`src/rtl/qp_pkg.sv`:
```
package qp_pkg;

  // ==========================================================
  // identity and opcodes
  localparam logic [3:0] QP_TYPE_CODE     = 4'h6; // arbitrary value, not a real part code
  localparam logic [3:0] QP_OP_RD_WIPER   = 4'h9;
  localparam logic [3:0] QP_OP_WR_WIPER   = 4'ha;
  localparam logic [3:0] QP_OP_RD_SETTING = 4'hb;
  localparam logic [3:0] QP_OP_WR_SETTING = 4'hc;

  // ==========================================================
  // widths and reset values
  localparam int          QP_POTS       = 4;
  localparam int          QP_SETTINGS   = 4;
  localparam logic [3:0]  QP_BYTE_BITS  = 4'h8;
  localparam logic [3:0]  QP_LAST_BIT   = 4'h7;
  localparam logic [5:0]  QP_NV_RESET   = 6'h00;
  localparam logic [19:0] QP_CNT_ZERO   = 20'h00000;

  // ==========================================================
  // timing
  localparam int QP_CLK_HZ                 = 100_000_000;
  localparam int QP_NV_PROGRAM_TIME_US     = 5000;
  localparam int QP_POWERUP_WRITE_DELAY_US = 1000;
  // longest time: rounds down
  localparam int QP_NV_PROGRAM_CYCLES      = QP_NV_PROGRAM_TIME_US * (QP_CLK_HZ / 1_000_000);

  // ==========================================================
  // types
  typedef enum logic [2:0] {QP_IDLE, QP_RX, QP_ACK, QP_TX, QP_MACK, QP_WAIT} qp_state_t;
  typedef enum logic [1:0] {QP_PH_ADDR, QP_PH_INSTR, QP_PH_DATA} qp_phase_t;

  typedef struct packed {
    logic [3:0] opcode;
    logic       setting_sel_hi;
    logic       setting_sel_lo;
    logic [1:0] pot_sel;
  } qp_instr_t;

  typedef struct packed {
    logic start;
    logic stop;
    logic rise;
    logic fall;
  } qp_bus_ev_t;

endpackage : qp_pkg

```
`src/rtl/qp_slave.sv`:
```
`timescale 1ns/1ps
// Operation
// detect start as data falling with clock high; ignore bus until then
// master ends every operation with a stop (data rising, clock high)
// data changes while clock high are start or stop events
// master starts only on idle bus and makes all clocks
// address byte is type code nibble then four strap-pin bits
// acknowledge address only when type code and straps both match
// receiver acknowledges each byte by pulling data low on ninth clock
// acknowledge every received write byte, except protected data-register data
// read mode shifts out 8 bits, releases, samples master acknowledge
// no master acknowledge ends transmission; release and wait for stop
// write is address, instruction, data, each acknowledged, then stop
// instruction is opcode nibble, two setting-select bits, two pot-select bits
// stop ending a setting-register write starts non-volatile programming
// during programming interface disabled, data released, address ignored
// polling address gets no acknowledge while busy, acknowledge when done
// write protect low refuses data byte of setting write, no programming
// protect before programming blocks it; after programming starts no effect
// master waits 1 ms after power-up before any operation
// each pot has 6-bit wiper and four 6-bit non-volatile settings
// setting-select pair picks setting zero through three
// unmatched address ignores rest of transaction until next start
module qp_slave
  import qp_pkg::*;
#(
  parameter int NV_PROGRAM_CYCLES = QP_NV_PROGRAM_CYCLES
) (
  input  wire logic        clk,
  input  wire logic        rst_n,
  input  wire logic        scl_in,
  input  wire logic        sda_in,
  output logic             sda_out,
  output logic             sda_oe,
  input  wire logic        strap_addr_bit0,
  input  wire logic        strap_addr_bit1,
  input  wire logic        strap_addr_bit2,
  input  wire logic        strap_addr_bit3,
  input  wire logic        write_protect_n,
  output logic [23:0]      wiper_position,
  output logic             nv_busy
);

  // ==========================================================
  // pin synchronisers and bus events
  logic       scl_meta_reg, scl_sync_reg, scl_prev_reg;
  logic       sda_meta_reg, sda_sync_reg, sda_prev_reg;
  logic [4:0] pin_meta_reg, pin_sync_reg;
  qp_bus_ev_t ev;

  always_ff @(posedge clk) begin
    if (!rst_n) begin
      scl_meta_reg <= 1'b1;
      scl_sync_reg <= 1'b1;
      scl_prev_reg <= 1'b1;
      sda_meta_reg <= 1'b1;
      sda_sync_reg <= 1'b1;
      sda_prev_reg <= 1'b1;
      pin_meta_reg <= 5'h10;
      pin_sync_reg <= 5'h10;
    end else begin
      scl_meta_reg <= scl_in;
      scl_sync_reg <= scl_meta_reg;
      scl_prev_reg <= scl_sync_reg;
      sda_meta_reg <= sda_in;
      sda_sync_reg <= sda_meta_reg;
      sda_prev_reg <= sda_sync_reg;
      pin_meta_reg <= {write_protect_n, strap_addr_bit3, strap_addr_bit2, strap_addr_bit1, strap_addr_bit0};
      pin_sync_reg <= pin_meta_reg;
    end
  end

  // data edge during clock high is framing, never data
  assign ev.start = scl_sync_reg & scl_prev_reg & sda_prev_reg & ~sda_sync_reg;
  assign ev.stop  = scl_sync_reg & scl_prev_reg & ~sda_prev_reg & sda_sync_reg;
  assign ev.rise  = scl_sync_reg & ~scl_prev_reg;
  assign ev.fall  = ~scl_sync_reg & scl_prev_reg;

  // ==========================================================
  // state
  qp_state_t   state_reg, state_next;
  qp_phase_t   phase_reg, phase_next;
  logic [3:0]  bit_cnt_reg, bit_cnt_next;
  logic [7:0]  shift_reg, shift_next;
  qp_instr_t   instr_reg, instr_next;
  logic [5:0]  wr_data_reg, wr_data_next;
  logic        wr_pend_reg, wr_pend_next;
  logic        tx_ack_reg, tx_ack_next;
  logic        sda_oe_reg;
  logic [19:0] nv_cnt_reg;
  logic [5:0]  wiper_reg [QP_POTS];
  logic [5:0]  nv_reg [QP_POTS*QP_SETTINGS];

  // ==========================================================
  // decode
  wire [3:0] strap_addr    = pin_sync_reg[3:0];
  wire       wp_ok         = pin_sync_reg[4];
  wire       busy          = nv_cnt_reg != QP_CNT_ZERO;
  wire       byte_done     = ev.fall && bit_cnt_reg == QP_BYTE_BITS;
  wire       addr_match    = shift_reg[7:4] == QP_TYPE_CODE && shift_reg[3:0] == strap_addr && !busy;
  wire       is_wr_wiper   = instr_reg.opcode == QP_OP_WR_WIPER;
  wire       is_wr_setting = instr_reg.opcode == QP_OP_WR_SETTING;
  // protected setting data gets no acknowledge
  wire       data_ok       = is_wr_wiper || (is_wr_setting && wp_ok && !busy);
  qp_instr_t instr_rx;
  assign instr_rx = qp_instr_t'(shift_reg);
  wire       rd_op         = instr_reg.opcode == QP_OP_RD_WIPER || instr_reg.opcode == QP_OP_RD_SETTING;
  wire [3:0] sel_idx       = {instr_reg.pot_sel, instr_reg.setting_sel_hi, instr_reg.setting_sel_lo};
  // held instruction, not the shifter: it is emptied by the time a repeat byte loads
  wire [5:0] rd_value      = (instr_reg.opcode == QP_OP_RD_WIPER) ? wiper_reg[instr_reg.pot_sel] : nv_reg[sel_idx];
  wire       commit        = ev.stop && wr_pend_reg;
  wire       wiper_wr      = commit && is_wr_wiper;
  // protect is checked again at the stop so a late low still blocks
  wire       nv_start      = commit && is_wr_setting && wp_ok;

  // ==========================================================
  // protocol state machine
  always_comb begin
    state_next   = state_reg;
    phase_next   = phase_reg;
    bit_cnt_next = bit_cnt_reg;
    shift_next   = shift_reg;
    instr_next   = instr_reg;
    wr_data_next = wr_data_reg;
    wr_pend_next = wr_pend_reg;
    tx_ack_next  = tx_ack_reg;
    if (ev.start) begin
      state_next   = QP_RX;
      phase_next   = QP_PH_ADDR;
      bit_cnt_next = 4'h0;
      wr_pend_next = 1'b0;
    end else if (ev.stop) begin
      state_next   = QP_IDLE;
      wr_pend_next = 1'b0;
    end else begin
      case (state_reg)
        QP_RX: begin
          if (ev.rise) begin
            shift_next   = {shift_reg[6:0], sda_sync_reg};
            bit_cnt_next = bit_cnt_reg + 4'h1;
          end else if (byte_done) begin
            state_next = QP_WAIT;
            if (phase_reg == QP_PH_ADDR && addr_match) begin
              state_next = QP_ACK;
            end else if (phase_reg == QP_PH_INSTR) begin
              state_next = QP_ACK;
              instr_next = instr_rx;
            end else if (phase_reg == QP_PH_DATA && data_ok) begin
              state_next   = QP_ACK;
              wr_data_next = shift_reg[5:0];
            end
          end
        end
        QP_ACK: begin
          if (ev.fall) begin
            bit_cnt_next = 4'h0;
            state_next   = QP_RX;
            if (phase_reg == QP_PH_ADDR) begin
              phase_next = QP_PH_INSTR;
            end else if (phase_reg == QP_PH_INSTR) begin
              phase_next = QP_PH_DATA;
              if (rd_op) begin
                state_next = QP_TX;
                shift_next = {2'b00, rd_value};
              end
            end else begin
              // extra bytes past the data byte are ignored
              state_next   = QP_WAIT;
              wr_pend_next = 1'b1;
            end
          end
        end
        QP_TX: begin
          if (ev.fall) begin
            shift_next   = {shift_reg[6:0], 1'b0};
            bit_cnt_next = bit_cnt_reg + 4'h1;
            if (bit_cnt_reg == QP_LAST_BIT) begin
              state_next   = QP_MACK;
              bit_cnt_next = 4'h0;
            end
          end
        end
        QP_MACK: begin
          if (ev.rise) begin
            tx_ack_next = ~sda_sync_reg;
          end else if (ev.fall) begin
            state_next = QP_WAIT;
            if (tx_ack_reg) begin
              state_next = QP_TX;
              shift_next = {2'b00, rd_value};
            end
          end
        end
        default: begin
        end
      endcase
    end
  end

  // open drain: only ever pull low
  wire sda_oe_next = state_next == QP_ACK || (state_next == QP_TX && !shift_next[7]);

  always_ff @(posedge clk) begin
    if (!rst_n) begin
      state_reg   <= QP_IDLE;
      phase_reg   <= QP_PH_ADDR;
      bit_cnt_reg <= 4'h0;
      shift_reg   <= 8'h00;
      instr_reg   <= '0;
      wr_data_reg <= 6'h00;
      wr_pend_reg <= 1'b0;
      tx_ack_reg  <= 1'b0;
      sda_oe_reg  <= 1'b0;
    end else begin
      state_reg   <= state_next;
      phase_reg   <= phase_next;
      bit_cnt_reg <= bit_cnt_next;
      shift_reg   <= shift_next;
      instr_reg   <= instr_next;
      wr_data_reg <= wr_data_next;
      wr_pend_reg <= wr_pend_next;
      tx_ack_reg  <= tx_ack_next;
      sda_oe_reg  <= sda_oe_next;
    end
  end

  // ==========================================================
  // programming timer and register storage
  always_ff @(posedge clk) begin
    if (!rst_n) begin
      nv_cnt_reg <= QP_CNT_ZERO;
    end else if (nv_start) begin
      nv_cnt_reg <= 20'(NV_PROGRAM_CYCLES);
    end else if (busy) begin
      nv_cnt_reg <= nv_cnt_reg - 20'h00001;
    end
  end

  // no power loss here, so reset stands in for the power-up recall
  for (genvar i = 0; i < QP_POTS * QP_SETTINGS; i++) begin : g_nv
    always_ff @(posedge clk) begin
      if (!rst_n) begin
        nv_reg[i] <= QP_NV_RESET;
      end else if (nv_start && sel_idx == 4'(i)) begin
        nv_reg[i] <= wr_data_reg;
      end
    end
  end

  for (genvar p = 0; p < QP_POTS; p++) begin : g_wiper
    always_ff @(posedge clk) begin
      if (!rst_n) begin
        wiper_reg[p] <= QP_NV_RESET;
      end else if (wiper_wr && instr_reg.pot_sel == 2'(p)) begin
        wiper_reg[p] <= wr_data_reg;
      end
    end
    assign wiper_position[p*6 +: 6] = wiper_reg[p];
  end

  assign sda_out = 1'b0;
  assign sda_oe  = sda_oe_reg;
  assign nv_busy = busy;
endmodule : qp_slave

```
`config.mk`:
```
export PLATFORM = sky130hd
export DESIGN_NAME = qp_slave
export DESIGN_NICKNAME = d
export VERILOG_FILES = /design/src/rtl/qp_pkg.sv /design/src/rtl/qp_slave.sv
export SDC_FILE = /design/constraint.sdc
export NUM_CORES = 1
export LEC_CHECK = 0
export ABC_CLOCK_PERIOD_IN_PS = 2800
export BUFFER_PORTS_ARGS = -buffer_cell sky130_fd_sc_hd__buf_4
export CAP_MARGIN = 20
export CORE_UTILIZATION = 25
export CTS_BUF_LIST = sky130_fd_sc_hd__clkbuf_8
export DETAILED_ROUTE_END_ITERATION = 8
export PLACE_DENSITY = 0.47
export SLEW_MARGIN = 5
export SYNTH_ARGS = -nofsm -noshare
export SYNTH_HDL_FRONTEND = slang
export SYNTH_SLANG_ARGS = --single-unit
export TNS_END_PERCENT = 5
```
`constraint.sdc`:
```
create_clock -name clk -period 2.8 [get_ports clk]
set_input_delay 0.14 -clock clk [delete_from_list [all_inputs] [get_ports clk]]
set_output_delay 0.14 -clock clk [all_outputs]
set_load 0.01 [all_outputs]
```
==> run_results.csv, run 1 <==
group,metric,value,unit
critical_path,critical_path_class,"reg -> out",
timing,post-route-min-period,2540,ps
timing,finalClockSkew,14.9,ps
final_layout,largest_reg_flops,96,
critical_path,crit_slowest_cell,"or4_4",
global_routing,track_usage,0.125,
synthesis,yosysWarnings,0,
synthesis,syn_inst,740,
final_layout,drive_above_1_share,0.199,
hold_path,hold_path_class,"in -> reg",
synthesis,synth_largest_area_cell,"edfxtp_1",
timing,setup_violations,0,
placed_design,globalplace.congestion,0.791,
power,combPwrFrac,0.205,
clocking,clockRootBuffer,"clkbuf_8",
global_routing,grt_antenna_before_repair,0,
floorplanning,pin_count,36,
run_status,status,"completed",
power,p_sw_frac,0.311,
floorplanning,initial_utilization,0.255,
power,ir_worst_vdd,511,uV
global_routing,first_global_vias,5726,
power,clockPowerShare,0.290,
timing,fmax,0.394,GHz
critical_path,cp-start-kind,"flop",
synthesis,seq_area_frac_synth,0.574,
placed_design,dpl_cell_area,9810,sq um
drt,routed_wl,21800,microns
clocking,cts_tree,"built",
final_layout,design_area,10300,sq um
final_layout,post-route-util,0.297,
floorplanning,die_h,190,microns
critical_path,crit_required,2660,ps
critical_path,worstPathCellList,"or4_4 > or3_4 > or3_4 > buf_4",
drt,drt-pass1-iter-count,6,
clocking,cts_sinks,194,
global_routing,grt_overflow,0,
clocking,cts_setup_buffers,0,
clocking,clk_path_buf_depth,2,
power,p_switching,2150,uW
clocking,cts_made_buffers,17,
final_layout,num_antenna_cells,0,
drt,remaining_drc_errors,0,
floorplanning,coreArea,34700,sq um
power,internal_power,4770,uW
floorplanning,fp.dieArea,36200,sq um
critical_path,path_max_fanout,9,
synthesis,synth_area,8860,sq um
floorplanning,row_count,68,
critical_path,max_stage_delay,550,ps
global_routing,grt_first_pass_wirelength,33900,microns
critical_path,startpoint,"nv_cnt_reg[2]$_SDFFE_PP0P_",
drt,ant_nets,0,
synthesis,ys_seq_elements,194,
clocking,clk_pin_slew,120,ps
final_layout,synthToLayoutAreaGrowth,16.4,%
power,powerDensity,670,nW/um^2
timing,fin_setup_tns,0,ps
drt,num_vias,5694,
critical_path,r2r_end,"nv_cnt_reg[18]$_SDFFE_PN0P_",
timing,final_max_slew_viol_count,0,
critical_path,arrival,2400,ps
critical_path,endpoint,"nv_busy",
placed_design,hpwlAfterDp,15300,microns
synthesis,synthesis.nets,753,
placed_design,port_buffers,34,
timing,period_share,0.907,
job,max-cap-violations,0,
drt,drt_iter0_markers,408,
synthesis,synth-edff-count,120,
synthesis,ys_async_sr_fraction,0,
clocking,h-tree-depth,4,
synthesis,synth_area_leaders,"edfxtp_1 (41%), dfxtp_1 (17%), and2_1 (9.2%)",
critical_path,reg2reg_from,"nv_cnt_reg[2]$_SDFFE_PP0P_",
final_layout,fin_nets,810,
power,pwr-share-seq,0.505,
floorplanning,die_x,190,microns
clocking,clk_latency,490,ps
critical_path,reg2reg_depth,7,
power,p_leak,0.00358,uW
critical_path,critPathCaptureType,"output pin",
synthesis,synth_top_cell_area_share,0.407,
critical_path,r2r_slack,280,ps
drt,wl_per_cell,17.2,microns
timing,maxSlewHeadroom,0.349,
timing,worstMarginPinSlew,975,ps
synthesis,ys_types,59,
synthesis,synthFlopType,"edfxtp_1",
timing,hold_viol,0,
timing,rsz0062_at_grt,"no",
critical_path,cp_common_cell,"or3_4",
drt,viasPerCell,4.50,
synthesis,syn_avg_cell_area,12.0,sq um
global_routing,grt_max_degree,48,
cells in the final DEF, fill, tap and decap left out, types with 3 or more instances in the layout:
| master | n |
|---|---|
| dlygate4sd3_1 | 7 |
| nor4_1 | 6 |
| a21boi_0 | 6 |
| o21ai_0 | 33 |
| nor2_1 | 66 |
| inv_1 | 11 |
| nor2b_1 | 16 |
| edfxtp_1 | 120 |
| o221ai_1 | 8 |
| nand3_1 | 9 |
| dfxtp_1 | 74 |
| buf_4 | 76 |
| a31oi_1 | 5 |
| mux2i_1 | 18 |
| clkbuf_8 | 18 |
| nand2b_1 | 12 |
| xor2_1 | 10 |
| and2_1 | 131 |
| ha_1 | 4 |
| mux2_2 | 6 |
| mux4_2 | 31 |
| inv_6 | 5 |
| nand3b_1 | 8 |
| a221oi_1 | 5 |
| xnor2_1 | 14 |
| nand2_1 | 33 |
| nor3_1 | 8 |
| nand4_1 | 3 |
| inv_8 | 5 |
| a21oi_1 | 21 |
logic make-up after synthesis:
group,share of synthesized area
XOR/XNOR,0.0237
flip-flops,0.574
adder cells (fa/ha/maj),0.00565
multiplexers,0.107
AND/OR/NAND/NOR,0.197
other,0.000423
buffers and inverters,0.0261
AO/OA/AOI/OAI,0.0668
cell usage after synthesis, types with 3 or more instances:
cell	n
mux2_2	6
o221ai_1	8
buf_1	6
xnor2_1	14
a31oi_1	5
nand2b_1	12
edfxtp_1	120
a221oi_1	5
mux2i_1	18
ha_1	4
mux4_2	31
nand3b_1	8
nor2b_1	16
a21oi_1	21
nor2_1	66
xor2_1	10
nand4_1	3
dfxtp_1	74
o21ai_0	33
and2_1	131
a21boi_0	6
nor4_1	6
inv_1	11
nor3_1	8
nand3_1	9
clkbuf_1	34
nand2_1	33
layer usage:
metal	GRT usage	routed length [microns]
met5	0	0
met3	0.0252	670
met4	0.0338	303
met2	0.207	10500
met1	0.165	10300
worst min path at each step:
stage                                from                    endpoint  slack, ps  cells after the start
after floorplan           write_protect_n  pin_meta_reg[4]$_SDFF_PN1_        240                      1
after global placement             scl_in     scl_meta_reg$_SDFF_PN1_        330                      2
after detailed placement  write_protect_n  pin_meta_reg[4]$_SDFF_PN1_        330                      2
after CTS                           rst_n     sda_meta_reg$_SDFF_PN1_         60                      2
after global routing                rst_n     scl_prev_reg$_SDFF_PN1_         80                      2
final                               rst_n     sda_prev_reg$_SDFF_PN1_         90                      2
through the flow:
step / hold WS [ps] / std cells / setup WS [ps] / power [uW]
3_3_place_gp: 331 / 1226 / 330 / 4970
4_1_cts: 63.5 / 1265 / 193 / 6990
2_1_floorplan: 241 / 740 / 249 / 4600
3_5_place_dp: 330 / 1226 / 223 / 4960
6_report: 88.1 / 1265 / 261 / 6920
5_1_grt: 79.7 / 1265 / 138 / 7290
power by group through the flow:
stage / registers [uW] / clock network [uW] / logic [uW]
2_1_floorplan: 3470 / 0 / 1140
3_3_place_gp: 3560 / 0 / 1410
3_5_place_dp: 3550 / 0 / 1410
4_1_cts: 3490 / 2070 / 1430
5_1_grt: 3530 / 2170 / 1590
6_report: 3490 / 2010 / 1420
worst max-delay path: cells and delay by family, from the launching register on:
kind                   cells  cell delay [ps]
AND/OR/NAND/NOR            3             1370
flip-flops                 1              370
buffers and inverters      1              180
area by class of cell:
type / count / area, sq um
multi-input cells: 490 / 3550
flip-flops and latches: 194 / 5080
inverters: 11 / 41.3
clock inverters: 14 / 184
repair buffers: 83 / 641
well taps: 455 / 569
fillers: 3606 / 24400
clock buffers: 18 / 248
what timing repair did:
| action | in CTS | in global routing |
|---|---|---|
| hold endpoints to repair | 7 | 0 |
| hold buffers | 7 | 0 |
| resized for setup | 0 | 1 |
| endpoints found under the setup margin | 0 | 7 |
No activity file was read; power rests on OpenSTA's default activity.
==> run 2, diff against run 1 <==
CELL_PAD_IN_SITES_DETAIL_PLACEMENT = 0   (was unset)
CELL_PAD_IN_SITES_GLOBAL_PLACEMENT = 1   (was unset)
PLACE_DENSITY = 0.51   (was 0.47)
==> run 2 against run 1 <==
Net effect:
- global-route usage up 0.48 points
- cell area is 0.62% lower
- flip-flop and latch count is the same
- count of clock-buffer cells in the layout is 1 lower
- non-clock buffer count fell by 3
- maximum frequency up 1.0%
- setup slack gained 26 ps
==> run_results.csv, run 2 (synthesis gave the netlist of run 1 again) <==
group,metric,value,unit
drt,viasPerCell,4.40,
power,clockPowerShare,0.271,
critical_path,cp-start-kind,"flop",
floorplanning,initial_utilization,0.255,
clocking,cts_sinks,194,
final_layout,drive_above_1_share,0.195,
timing,worstMarginPinSlew,980,ps
final_layout,synthToLayoutAreaGrowth,15.7,%
global_routing,grt_first_pass_wirelength,34800,microns
timing,rsz0062_at_grt,"no",
timing,maxSlewHeadroom,0.346,
timing,finalClockSkew,20.1,ps
global_routing,grt_overflow,0,
final_layout,final_common_cell,"and2_1",
placed_design,port_buffers,34,
clocking,clk_pin_slew,100,ps
timing,final_max_slew_viol_count,0,
placed_design,hpwlAfterDp,15700,microns
clocking,clk_latency,480,ps
power,combPwrFrac,0.212,
drt,wl_per_cell,17.7,microns
global_routing,track_usage,0.130,
run_status,status,"completed",
power,powerDensity,658,nW/um^2
critical_path,path_max_fanout,9,
clocking,cts_tree,"built",
timing,post-route-min-period,2510,ps
placed_design,globalplace.congestion,0.769,
drt,drt_iter0_markers,263,
critical_path,arrival,2370,ps
power,p_switching,2180,uW
drt,num_vias,5559,
clocking,cts_made_buffers,17,
drt,drt-pass1-iter-count,5,
power,p_sw_frac,0.323,
floorplanning,die_h,190,microns
floorplanning,coreArea,34700,sq um
power,ir_worst_vdd,336,uV
final_layout,layout_common_cells,"and2_1 (131), edfxtp_1 (120), dfxtp_1 (74)",
power,finalPower,6750,uW
critical_path,critical_path_class,"reg -> out",
timing,setup_violations,0,
floorplanning,fp.dieArea,36200,sq um
final_layout,num_antenna_cells,0,
global_routing,first_global_vias,5712,
final_layout,largest_reg_flops,96,
power,p_leak,0.00354,uW
clocking,h-tree-depth,4,
final_layout,fin_nets,807,
job,max-cap-violations,0,
hold_path,hold_path_class,"in -> reg",
clocking,cts_resized,0,
critical_path,crit_required,2660,ps
timing,fmax,0.398,GHz
drt,ant_nets,0,
timing,fin_setup_tns,0,ps
global_routing,grt_max_degree,39,
final_layout,fillCellCount,3553,
clocking,cts_setup_buffers,0,
power,internal_power,4570,uW
floorplanning,row_count,68,
drt,routed_wl,22300,microns
power,pwr-share-seq,0.516,
critical_path,critPathCaptureType,"output pin",
drt,remaining_drc_errors,0,
clocking,clk_path_buf_depth,2,
global_routing,grt_antenna_before_repair,0,
timing,period_share,0.898,
clocking,clockRootBuffer,"clkbuf_8",
timing,hold_viol,0,
floorplanning,pin_count,36,
floorplanning,die_x,190,microns
[run 2: changes by cell type in the layout (fill, tap and decap cells not counted)]
cell / before / now
clkinv_4: 0 / 2
bufinv_16: 2 / 0
inv_6: 5 / 3
clkinvlp_4: 1 / 3
clkbuf_8: 18 / 17
nor4bb_1: 1 / 2
buf_4: 76 / 72
buf_12: 0 / 1
nor4bb_2: 1 / 0
inv_8: 5 / 6
[run 2: layer usage]
layer  GRT usage  up-vias  share of wire
li1            -     2744              -
met1       0.172     2758           0.48
met2       0.218       55           0.50
met3      0.0256        2          0.021
met4      0.0286        0         0.0021
met5           0        -              0
[run 2: cell type report]
cell class / count / area [sq um] / area share
repair buffers: 80 / 631 / 0.0615
clock inverters: 15 / 150 / 0.0146
well taps: 455 / 569 / 0.0555
inverters: 11 / 41.3 / 0.00403
flip-flops and latches: 194 / 5080 / 0.496
clock buffers: 17 / 234 / 0.0228
multi-input cells: 490 / 3540 / 0.346
[run 2: worst paths after layout]
kind                                  to  slack (ps)  cells past startpoint                       start
min              scl_prev_reg$_SDFF_PN1_          70                      2                       rst_n
max                              nv_busy         290                      4  nv_cnt_reg[2]$_SDFFE_PP0P_
max reg2reg  nv_cnt_reg[14]$_SDFFE_PP0P_         320                      7  nv_cnt_reg[2]$_SDFFE_PP0P_
min reg2reg      sda_sync_reg$_SDFF_PN1_         430                      1     sda_meta_reg$_SDFF_PN1_
[run 2: power groups by stage]
stage / registers [uW] / clock network (uW) / logic (uW)
after floorplan: 3470 / 0 / 1140
after global placement: 3550 / 0 / 1460
after detailed placement: 3550 / 0 / 1440
after CTS: 3480 / 1900 / 1450
after global routing: 3520 / 2010 / 1610
final: 3480 / 1830 / 1430
[run 2: through the flow]
stage | instance area [sq um] | setup WS, ps | utilization | hold WS [ps] | std cells
floorplan | 8860 | 249 | - | 241 | 740
CTS | 10300 | 227 | 0.295 | 16.8 | 1262
global route | 10300 | 117 | 0.295 | 34.5 | 1262
global placement | 9800 | 303 | 0.282 | 326 | 1223
detailed placement | 9800 | 319 | 0.282 | 327 | 1223
finish | 10300 | 287 | 0.295 | 70.5 | 1262
[run 2: worst max-delay path: stages (launching register included)]
cell and delay, ps:
dfxtp_1 370, or4_4 550, or3_4 350, or3_4 450
buf_4 180
[run 2: repair_timing]
item | 4_1_cts | 5_1_grt
hold buffers | 7 | 0
endpoints found under the hold margin | 7 | 0
setup endpoints to repair | 0 | 0
